[src/ris_pkg.sv]
package ris_pkg;

  // ----------------------------------------------------------------
  // register byte offsets
  // ----------------------------------------------------------------
  localparam logic [7:0] RIS_OFF_CTRL = 8'h00;
  localparam logic [7:0] RIS_OFF_HOLD = 8'h04;
  localparam logic [7:0] RIS_OFF_DAC = 8'h08;
  localparam logic [7:0] RIS_OFF_STATUS = 8'h0C;
  localparam logic [7:0] RIS_OFF_COUNT = 8'h10;

  // ----------------------------------------------------------------
  // control register fields
  // ----------------------------------------------------------------
  localparam int RIS_CTRL_MODE_LSB = 0;
  localparam int RIS_CTRL_EN0 = 4;
  localparam int RIS_CTRL_EN1 = 5;
  localparam int RIS_CTRL_LLDD = 6;
  localparam int RIS_CTRL_TYPE0 = 7;
  localparam int RIS_CTRL_TYPE1 = 8;
  localparam int RIS_CTRL_INV = 9;
  localparam int RIS_CTRL_DIV0_LSB = 12;
  localparam int RIS_CTRL_DIV1_LSB = 14;
  localparam logic [31:0] RIS_CTRL_RESET = 32'h0000_0070;

  // ----------------------------------------------------------------
  // holdover register fields
  // ----------------------------------------------------------------
  localparam int RIS_HOLD_EN = 0;
  localparam int RIS_HOLD_FORCE = 1;
  localparam int RIS_HOLD_TRACK = 2;
  localparam int RIS_HOLD_MANDAC = 3;
  localparam int RIS_HOLD_RAIL = 4;
  localparam int RIS_HOLD_DACDIV_LSB = 16;
  localparam logic [31:0] RIS_HOLD_RESET = 32'h0004_0000;

  localparam int RIS_DAC_W = 10;
  localparam logic [9:0] RIS_DAC_RESET = 10'h200;

  // ----------------------------------------------------------------
  // modes and states
  // ----------------------------------------------------------------
  typedef enum logic [2:0] {
    RIS_MODE_MAN0 = 3'b000,
    RIS_MODE_MAN1 = 3'b001,
    RIS_MODE_PIN = 3'b011,
    RIS_MODE_AUTO = 3'b100,
    RIS_MODE_AUTOPIN = 3'b110
  } ris_mode_t;

  typedef enum logic [1:0] {
    RIS_ST_LOCKED = 2'b00,
    RIS_ST_HOLD = 2'b01,
    RIS_ST_WAIT_LOCK = 2'b10
  } ris_state_t;

endpackage : ris_pkg

[src/ris_ref_input_switch_holdover.sv]
// Added by the designer: the AHB-Lite interface to the registers and the address map.
module ris_ref_input_switch_holdover
  import ris_pkg::*;
#(
  parameter int DAC_W = RIS_DAC_W
)
(
  input wire logic hclk,
  input wire logic hresetn,
  input wire logic clk_en,
  input wire logic hsel,
  input wire logic [31:0] haddr,
  input wire logic [1:0] htrans,
  input wire logic hwrite,
  input wire logic [2:0] hsize,
  input wire logic [31:0] hwdata,
  input wire logic hready,
  output logic [31:0] hrdata,
  output logic hreadyout,
  output logic hresp,
  input wire logic select_pin_0_in,
  input wire logic select_pin_1_in,
  output logic select_pin_0_oe,
  output logic select_pin_1_oe,
  output logic select_pin_0_out,
  output logic select_pin_1_out,
  input wire logic pll1_lock_detect,
  input wire logic rail_high_cross,
  input wire logic rail_low_cross,
  input wire logic pd_tick,
  input wire logic [DAC_W-1:0] tune_adc,
  output logic [1:0] active_input,
  output logic [1:0] input_buffer_enable,
  output logic [1:0] ref_input_0_div,
  output logic [1:0] ref_input_1_div,
  output logic holdover,
  output logic pll1_charge_pump_output_hiz,
  output logic [DAC_W-1:0] dac_value
);

  // ----------------------------------------------------------------
  // register bus
  // ----------------------------------------------------------------
  logic [31:0] ctrl_q;
  logic [31:0] hold_q;
  logic [DAC_W-1:0] manual_dac_value_q;
  logic [DAC_W-1:0] track_q;
  logic wr_pend_q;
  logic [7:0] wr_addr_q;
  logic [31:0] rdata_d;
  ris_state_t state_q;
  logic active_q;
  logic [15:0] dac_div_cnt_q;

  wire logic xfer = hsel && hready && htrans[1];

  assign hreadyout = 1'b1;
  assign hresp = 1'b0;

  always_ff @(posedge hclk or negedge hresetn)
  begin
    if (!hresetn)
    begin
      wr_pend_q <= 1'b0;
      wr_addr_q <= 8'h00;
    end
    else if (clk_en)
    begin
      wr_pend_q <= xfer && hwrite;
      wr_addr_q <= haddr[7:0];
    end
  end

  always_ff @(posedge hclk or negedge hresetn)
  begin
    if (!hresetn)
    begin
      ctrl_q <= RIS_CTRL_RESET;
      hold_q <= RIS_HOLD_RESET;
      manual_dac_value_q <= DAC_W'(RIS_DAC_RESET);
    end
    else if (clk_en && wr_pend_q)
    begin
      case (wr_addr_q)
        RIS_OFF_CTRL: ctrl_q <= hwdata;
        RIS_OFF_HOLD: hold_q <= hwdata;
        RIS_OFF_DAC: manual_dac_value_q <= hwdata[DAC_W-1:0];
        default: ;
      endcase
    end
  end

  // ----------------------------------------------------------------
  // field decode
  // ----------------------------------------------------------------
  wire logic [2:0] mode = ctrl_q[RIS_CTRL_MODE_LSB +: 3];
  wire logic [1:0] per_input_enable = {ctrl_q[RIS_CTRL_EN1], ctrl_q[RIS_CTRL_EN0]};
  wire logic lock_loss_detect_disable = ctrl_q[RIS_CTRL_LLDD];
  wire logic [1:0] select_pin_type = {ctrl_q[RIS_CTRL_TYPE1], ctrl_q[RIS_CTRL_TYPE0]};
  wire logic select_pin_polarity_invert = ctrl_q[RIS_CTRL_INV];
  wire logic hold_en = hold_q[RIS_HOLD_EN];
  wire logic force_hold = hold_q[RIS_HOLD_FORCE];
  wire logic track_en = hold_q[RIS_HOLD_TRACK];
  wire logic manual_dac_enable = hold_q[RIS_HOLD_MANDAC];
  wire logic rail_detection_enable = hold_q[RIS_HOLD_RAIL];
  wire logic [15:0] dac_clk_div = hold_q[RIS_HOLD_DACDIV_LSB +: 16];
  wire logic is_auto = (mode == RIS_MODE_AUTO) || (mode == RIS_MODE_AUTOPIN);

  assign ref_input_0_div = ctrl_q[RIS_CTRL_DIV0_LSB +: 2];
  assign ref_input_1_div = ctrl_q[RIS_CTRL_DIV1_LSB +: 2];

  // ----------------------------------------------------------------
  // synchronisers
  // ----------------------------------------------------------------
  logic [2:0] sync1_q;
  logic [2:0] sync2_q;
  logic [2:0] prev_q;

  always_ff @(posedge hclk or negedge hresetn)
  begin
    if (!hresetn)
    begin
      sync1_q <= 3'h0;
      sync2_q <= 3'h0;
      prev_q <= 3'h0;
    end
    else if (clk_en)
    begin
      sync1_q <= {pll1_lock_detect, select_pin_1_in, select_pin_0_in};
      sync2_q <= sync1_q;
      prev_q <= sync2_q;
    end
  end

  // rail crossing is an analog comparator, treated as asynchronous too
  logic [1:0] rail_s1_q;
  logic [1:0] rail_s2_q;

  always_ff @(posedge hclk or negedge hresetn)
  begin
    if (!hresetn)
    begin
      rail_s1_q <= 2'h0;
      rail_s2_q <= 2'h0;
    end
    else if (clk_en)
    begin
      rail_s1_q <= {rail_high_cross, rail_low_cross};
      rail_s2_q <= rail_s1_q;
    end
  end

  wire logic lock = sync2_q[2];
  wire logic lock_fell = prev_q[2] && !sync2_q[2];
  // an output-type pin reads as zero
  wire logic [1:0] pins = sync2_q[1:0] & ~select_pin_type;
  wire logic [1:0] pins_prev = prev_q[1:0] & ~select_pin_type;
  wire logic [1:0] pins_auto = select_pin_polarity_invert ? ~pins : pins;
  wire logic rail_hit = rail_detection_enable && (|rail_s2_q);

  assign select_pin_0_oe = select_pin_type[0];
  assign select_pin_1_oe = select_pin_type[1];
  assign select_pin_0_out = holdover;
  assign select_pin_1_out = lock;

  // ----------------------------------------------------------------
  // switch events and target selection
  // ----------------------------------------------------------------
  logic armed_q;
  logic [2:0] mode_prev_q;
  logic event_d;
  logic [1:0] target_d;
  logic pin_hold_d;

  always_comb
  begin
    event_d = 1'b0;
    target_d = {1'b0, active_q};
    pin_hold_d = 1'b0;
    case (mode)
      RIS_MODE_MAN0, RIS_MODE_MAN1:
      begin
        target_d = {1'b0, mode[0]};
        event_d = lock_fell && !lock_loss_detect_disable;
      end
      RIS_MODE_PIN:
      begin
        // host is expected to set lock-loss disable here
        event_d = (pins != pins_prev) || (lock_fell && !lock_loss_detect_disable);
        case (pins)
          2'b00: target_d = 2'b00;
          2'b01: target_d = 2'b01;
          2'b11: pin_hold_d = 1'b1;
          default: target_d = {1'b0, active_q};
        endcase
      end
      RIS_MODE_AUTO:
      begin
        event_d = armed_q && lock_fell && !lock_loss_detect_disable;
        if (per_input_enable[~active_q])
          target_d = {1'b0, ~active_q};
      end
      RIS_MODE_AUTOPIN:
      begin
        event_d = armed_q && lock_fell;
        if (pins_auto[0])
          target_d = 2'b00;
        else if (pins_auto[1])
          target_d = 2'b01;
      end
      default: ;
    endcase
  end

  // ----------------------------------------------------------------
  // active input and holdover state
  // ----------------------------------------------------------------
  always_ff @(posedge hclk or negedge hresetn)
  begin
    if (!hresetn)
      mode_prev_q <= 3'h0;
    else if (clk_en)
      mode_prev_q <= mode;
  end

  always_ff @(posedge hclk or negedge hresetn)
  begin
    if (!hresetn)
      armed_q <= 1'b1;
    else if (clk_en)
    begin
      if (event_d)
        armed_q <= 1'b0;
      else if (lock)
        armed_q <= 1'b1;
    end
  end

  always_ff @(posedge hclk or negedge hresetn)
  begin
    if (!hresetn)
    begin
      active_q <= 1'b0;
      state_q <= RIS_ST_LOCKED;
    end
    else if (clk_en)
    begin
      if (force_hold || rail_hit || (mode == RIS_MODE_PIN && pin_hold_d))
        state_q <= RIS_ST_HOLD;
      else if (is_auto && mode != mode_prev_q && lock)
        active_q <= active_q;
      else if (event_d)
      begin
        if (hold_en)
        begin
          state_q <= RIS_ST_HOLD;
          if (is_auto)
            active_q <= target_d[0];
        end
        else
          active_q <= target_d[0];
      end
      else
      begin
        case (state_q)
          RIS_ST_HOLD:
            if (!hold_en)
              state_q <= RIS_ST_LOCKED;
            else if (!lock)
              state_q <= RIS_ST_WAIT_LOCK;
          RIS_ST_WAIT_LOCK:
            if (lock || !hold_en)
            begin
              state_q <= RIS_ST_LOCKED;
              if (!is_auto)
                active_q <= target_d[0];
            end
          default:
            if (!is_auto)
              active_q <= target_d[0];
        endcase
      end
    end
  end

  assign holdover = (state_q != RIS_ST_LOCKED);
  assign pll1_charge_pump_output_hiz = holdover;
  assign active_input = {1'b0, active_q};
  // manual and pin modes keep the chosen buffer running
  assign input_buffer_enable = per_input_enable |
    ((mode == RIS_MODE_MAN0 || mode == RIS_MODE_MAN1 || mode == RIS_MODE_PIN) ?
     (active_q ? 2'b10 : 2'b01) : 2'b00);

  // ----------------------------------------------------------------
  // dac tracking
  // ----------------------------------------------------------------
  // tracking is refused while rail detection is on, since that mode is invalid
  wire logic tracking = track_en && !manual_dac_enable && !rail_detection_enable;

  always_ff @(posedge hclk or negedge hresetn)
  begin
    if (!hresetn)
    begin
      dac_div_cnt_q <= 16'h0000;
      track_q <= '0;
    end
    else if (clk_en && track_en && pd_tick && !holdover)
    begin
      if (dac_div_cnt_q + 16'h0001 >= dac_clk_div)
      begin
        dac_div_cnt_q <= 16'h0000;
        track_q <= tune_adc;
      end
      else
        dac_div_cnt_q <= dac_div_cnt_q + 16'h0001;
    end
  end

  always_ff @(posedge hclk or negedge hresetn)
  begin
    if (!hresetn)
      dac_value <= DAC_W'(RIS_DAC_RESET);
    else if (clk_en)
      dac_value <= tracking ? track_q : manual_dac_value_q;
  end

  // ----------------------------------------------------------------
  // read data
  // ----------------------------------------------------------------
  always_comb
  begin
    case (haddr[7:0])
      RIS_OFF_CTRL: rdata_d = ctrl_q;
      RIS_OFF_HOLD: rdata_d = hold_q;
      RIS_OFF_DAC: rdata_d = 32'(manual_dac_value_q);
      RIS_OFF_STATUS: rdata_d = {26'h0, lock, holdover, state_q, 1'b0, active_q};
      RIS_OFF_COUNT: rdata_d = track_en ? 32'(track_q) : 32'h0000_0000;
      default: rdata_d = 32'h0000_0000;
    endcase
  end

  always_ff @(posedge hclk or negedge hresetn)
  begin
    if (!hresetn)
      hrdata <= 32'h0000_0000;
    else if (clk_en && xfer && !hwrite)
      hrdata <= rdata_d;
  end

endmodule // ris_ref_input_switch_holdover

[config.mk]
export PLATFORM = sky130hd
export DESIGN_NAME = ris_ref_input_switch_holdover
export DESIGN_NICKNAME = d
export VERILOG_FILES = /design/src/ris_pkg.sv /design/src/ris_ref_input_switch_holdover.sv
export SDC_FILE = /design/constraint.sdc
export NUM_CORES = 1
export LEC_CHECK = 0
export ABC_AREA = 0
export ABC_CLOCK_PERIOD_IN_PS = 3170
export BUFFER_PORTS_ARGS = -buffer_cell sky130_fd_sc_hd__buf_2
export CAP_MARGIN = 20
export CELL_PAD_IN_SITES_DETAIL_PLACEMENT = 0
export CELL_PAD_IN_SITES_GLOBAL_PLACEMENT = 1
export CORE_MARGIN = 3
export CORE_UTILIZATION = 30
export DETAILED_ROUTE_END_ITERATION = 10
export GPL_TIMING_DRIVEN = 0
export PLACE_DENSITY = 0.58
export SKIP_LAST_GASP = 1
export SLEW_MARGIN = 20
export SYNTH_ARGS = -nofsm -noshare
export SYNTH_HDL_FRONTEND = slang
export SYNTH_SLANG_ARGS = --single-unit
[constraint.sdc]
create_clock -name hclk -period 3.17 [get_ports hclk]
set_clock_uncertainty 0.15 [all_clocks]
set_input_delay 0.634 -clock hclk [delete_from_list [all_inputs] [get_ports hclk]]
set_output_delay 0.634 -clock hclk [all_outputs]
set_load 0.01 [all_outputs]
==> reports/summary.txt <==
Mapped Cells: 717
Max-Cap Viols: 0
DR iter-0 viols: 298
fillcell total: 2616
Slew Limit Fails: 0
layout cells sized above 1: 0.398
Top FF cell, synth: dfrtp_1
CTS Sinks: 171
critical path class: reg -> reg
first-pass GRT wire length: 36900 um
final setup violation count: 10
Peak Freq: 309 MHz
Worst setup SP type: flip-flop
worst setup margin: -62.0 ps
Critical Path End Type: flip-flop
Static Leak: 0.00471 uW
Worst-path clk slew: 70 ps
Worst EP arrival: 3390 ps
Final TNS setup: -221 ps
relative slew slack: 0.425
EDFF count, synth: 0
Switching Fraction: 0.280
Cell Pwr Density: 488 mW/mm^2
Warnings, synthesis: 0
Seq/Total Area, Yosys: 0.522
Initial Utilization: 0.310
DRT antenna net count: 0
CP max FO: 8
syn_area_per_cell: 11.5 sq um
fin crit share: 1.02
utilization after layout: 0.386
die width: 172 um
Core Region: 0.0265 sq mm
1st-pass router iterations: 5
antenna violations before repair: 1
unrepaired setup endpoints after global routing: yes
I/O pin cnt: 149
final number of hold-violating endpoints: 0
Detailed Place HPWL: 16400 um
Vias/cell: 5.00
drt total wl: 23600 um
Final Cell Area: 0.0102 sq mm
power share of the combinational group: 0.116
synthesized flop and latch total: 171
synth unique cells: 69
htree depth: 4
antenna cell count: 0
vias in the first global route: 6229
Residual DRC: 0
power share of the sequential group: 0.475
GP Congestion: 0.785
Netlist Area Pre-Place: 0.00822 sq mm
clock tree buffer depth: 2
CTS tree: done
GRT Residual Overflow: 0
NumNets Final: 985
routed via count: 6116
I/O Buffers: 117
Tightest Pin Transition: 851 ps
status: complete, but fails checks
Area after DPL: 0.00927 sq mm
placed insts: 1171
class of the worst hold path: in -> async
failing checks: negative setup slack
Clk network pwr share: 0.410
pin count of the biggest net entering global routing: 93
num rows: 59
Post-synth ARST share: 1.00
GRT Total Usage: 0.165
Total Power: 4990 uW
WL per Instance: 19.3 um
CTS root buf: clkbuf_16
worst skew pair latency: 430 ps
CTS buffer count: 17
Finished Layout Cells: 1222
CTS Hold Bufs: 0
Area Overhead vs Synth: 24.3%
min Tclk post-route: 3230 ps
VDD IR max: 352 uV
NetSw: 1400 uW
Critical Path RT: 3330 ps
die height: 172 um
Die ar.: 0.0294 sq mm
Int Power: 3590 uW
-- metal layers --
| layer | vias up | share of wire | GRT usage |
|---|---|---|---|
| li1 | 2897 | - | - |
| met1 | 3064 | 0.49 | 0.234 |
| met2 | 132 | 0.46 | 0.258 |
| met3 | 21 | 0.039 | 0.0315 |
| met4 | 2 | 0.017 | 0.0458 |
| met5 | - | 0.00038 | 0 |
-- synth_stat cells (all sizes together) (3+ instances only) --
| cell | count | area share |
|---|---|---|
| nand3 | 11 | 0.0073 |
| nor4 | 3 | 0.0023 |
| xnor2 | 12 | 0.013 |
| a221o | 3 | 0.0037 |
| nor2 | 30 | 0.014 |
| a22o | 5 | 0.0053 |
| a222oi | 5 | 0.0061 |
| o31ai | 7 | 0.0064 |
| dfrtp | 164 | 0.50 |
| a21oi | 23 | 0.014 |
| nor3 | 13 | 0.0099 |
| nand4 | 4 | 0.0038 |
| dfstp | 7 | 0.022 |
| a22oi | 27 | 0.025 |
| nor3b | 3 | 0.0027 |
| mux2 | 106 | 0.15 |
| a211oi | 6 | 0.0055 |
| a31oi | 6 | 0.0046 |
| and3 | 3 | 0.0023 |
| o21ai | 43 | 0.027 |
| or3 | 4 | 0.0030 |
| or2 | 3 | 0.0023 |
| nor2b | 5 | 0.0041 |
| ha | 20 | 0.030 |
| nand2b | 4 | 0.0040 |
| buf | 32 | 0.026 |
| nor4b | 3 | 0.0032 |
| nand2 | 64 | 0.029 |
| inv | 26 | 0.012 |
| xor2 | 7 | 0.0075 |
| mux2i | 11 | 0.013 |
| a21boi | 5 | 0.0046 |
| clkbuf | 18 | 0.0084 |
| and2 | 3 | 0.0024 |
| a221oi | 5 | 0.0053 |
-- area by class of cell --
type	instances	area (sq um)	area share
flip-flops and latches	171	4290	0.420
multi-input cells	471	3750	0.367
repair buffers	137	786	0.0769
clock buffers	18	439	0.0430
well taps	335	419	0.0410
plain buffers	50	297	0.0290
clock inverters	14	134	0.0131
inverters	26	97.6	0.00955
-- repair_timing --
action,in CTS,in global routing
gates resized for setup,26,27
setup endpoints to repair,26,26
pin swaps,11,14
buffers inserted,12,7
cloned,0,0
-- power groups by stage --
| stage | clock network, uW | registers [uW] | logic, uW |
|---|---|---|---|
| 3_5_place_dp | 0 | 2410 | 553 |
| 6_report | 2050 | 2370 | 577 |
| 5_1_grt | 2200 | 2380 | 648 |
| 3_3_place_gp | 0 | 2410 | 545 |
| 2_1_floorplan | 0 | 2390 | 302 |
| 4_1_cts | 2100 | 2370 | 575 |
-- cell families after synthesis --
family / count (synthesis) / synth area share
compound gates: 150 / 0.121
xor+xnor: 19 / 0.0202
fa+ha+maj: 20 / 0.0304
buf+inv: 76 / 0.0461
flops: 171 / 0.522
mux: 117 / 0.159
other cells: 2 / 0.000914
simple gates: 162 / 0.101
-- layout by cell type (no fill, tap or decap), types with 4 or more instances in the layout --
cell | Yosys | layout
nand2_1 | 64 | 64
a211oi_1 | 6 | 4
o21ai_0 | 19 | 14
ha_1 | 20 | 17
a22o_1 | 5 | 5
a222oi_1 | 5 | 5
dfrtp_1 | 164 | 160
dfstp_2 | 7 | 7
o21ai_1 | 23 | 26
buf_1 | 6 | 6
nor2_1 | 28 | 26
nor2b_1 | 4 | 4
buf_4 | 14 | 33
a22oi_1 | 27 | 27
clkbuf_1 | 17 | 16
buf_6 | 4 | 7
buf_2 | 8 | 122
inv_1 | 26 | 26
clkinvlp_4 | 0 | 4
dfrtp_2 | 0 | 4
clkbuf_16 | 0 | 17
a21oi_1 | 23 | 20
o31ai_1 | 7 | 7
mux2_2 | 106 | 105
a221oi_1 | 5 | 5
xnor2_1 | 12 | 10
xor2_1 | 7 | 6
nand3_1 | 10 | 9
nor3_1 | 11 | 8
or3_1 | 4 | 4
a31oi_1 | 6 | 6
a21boi_0 | 4 | 4
mux2i_1 | 11 | 11
-- state kept, by name (all words and copies together), names as in the netlist, 3 cells and up --
| register | count |
|---|---|
| prev_q | 3 |
| mode_prev_q | 3 |
| track_q | 10 |
| manual_dac_value_q | 10 |
| hrdata | 32 |
| hold_q | 32 |
| sync2_q | 3 |
| dac_value | 10 |
| wr_addr_q | 8 |
| dac_div_cnt_q | 16 |
| sync1_q | 3 |
| ctrl_q | 32 |
-- metrics by stage --
stage                     hold WS [ps]  setup slack [ps]
final                             23.6             -62.0
after global routing              48.4              -159
after CTS                         61.5              -134
after detailed placement           319              -777
after global placement             315             -1660
after floorplan                    188              14.3
-- worst paths after layout --
| path | startpoint | endpoint | slack, ps | depth (start not counted) |
|---|---|---|---|---|
| worst max register to register | dac_div_cnt_q[0] | track_q[3] | -60 | 15 |
| min in group hclk | tune_adc[9] | track_q[9] | 280 | 2 |
| worst min register to register | hrdata[6] | hrdata[6] | 330 | 2 |
| worst min-delay path | hresetn | sync1_q[0] | 20 | 1 |
| max in group asynchronous | hresetn | armed_q | 1920 | 2 |
| worst max-delay path | dac_div_cnt_q[0] | track_q[3] | -60 | 15 |
-- critical path, cell delays in order (launching register included) --
cell and delay [ps]:
dfrtp_2 430, ha_4 160, nand3_2 60, or2_0 200, buf_4 150, nand2b_4 170
xnor2_4 130, ha_4 300, nand4_1 150, a211oi_2 260, o41ai_2 130, a21oi_2 160
buf_6 140, o21ai_4 60, buf_12 160, mux2_4 300
No activity file was read; power rests on OpenSTA's default activity.
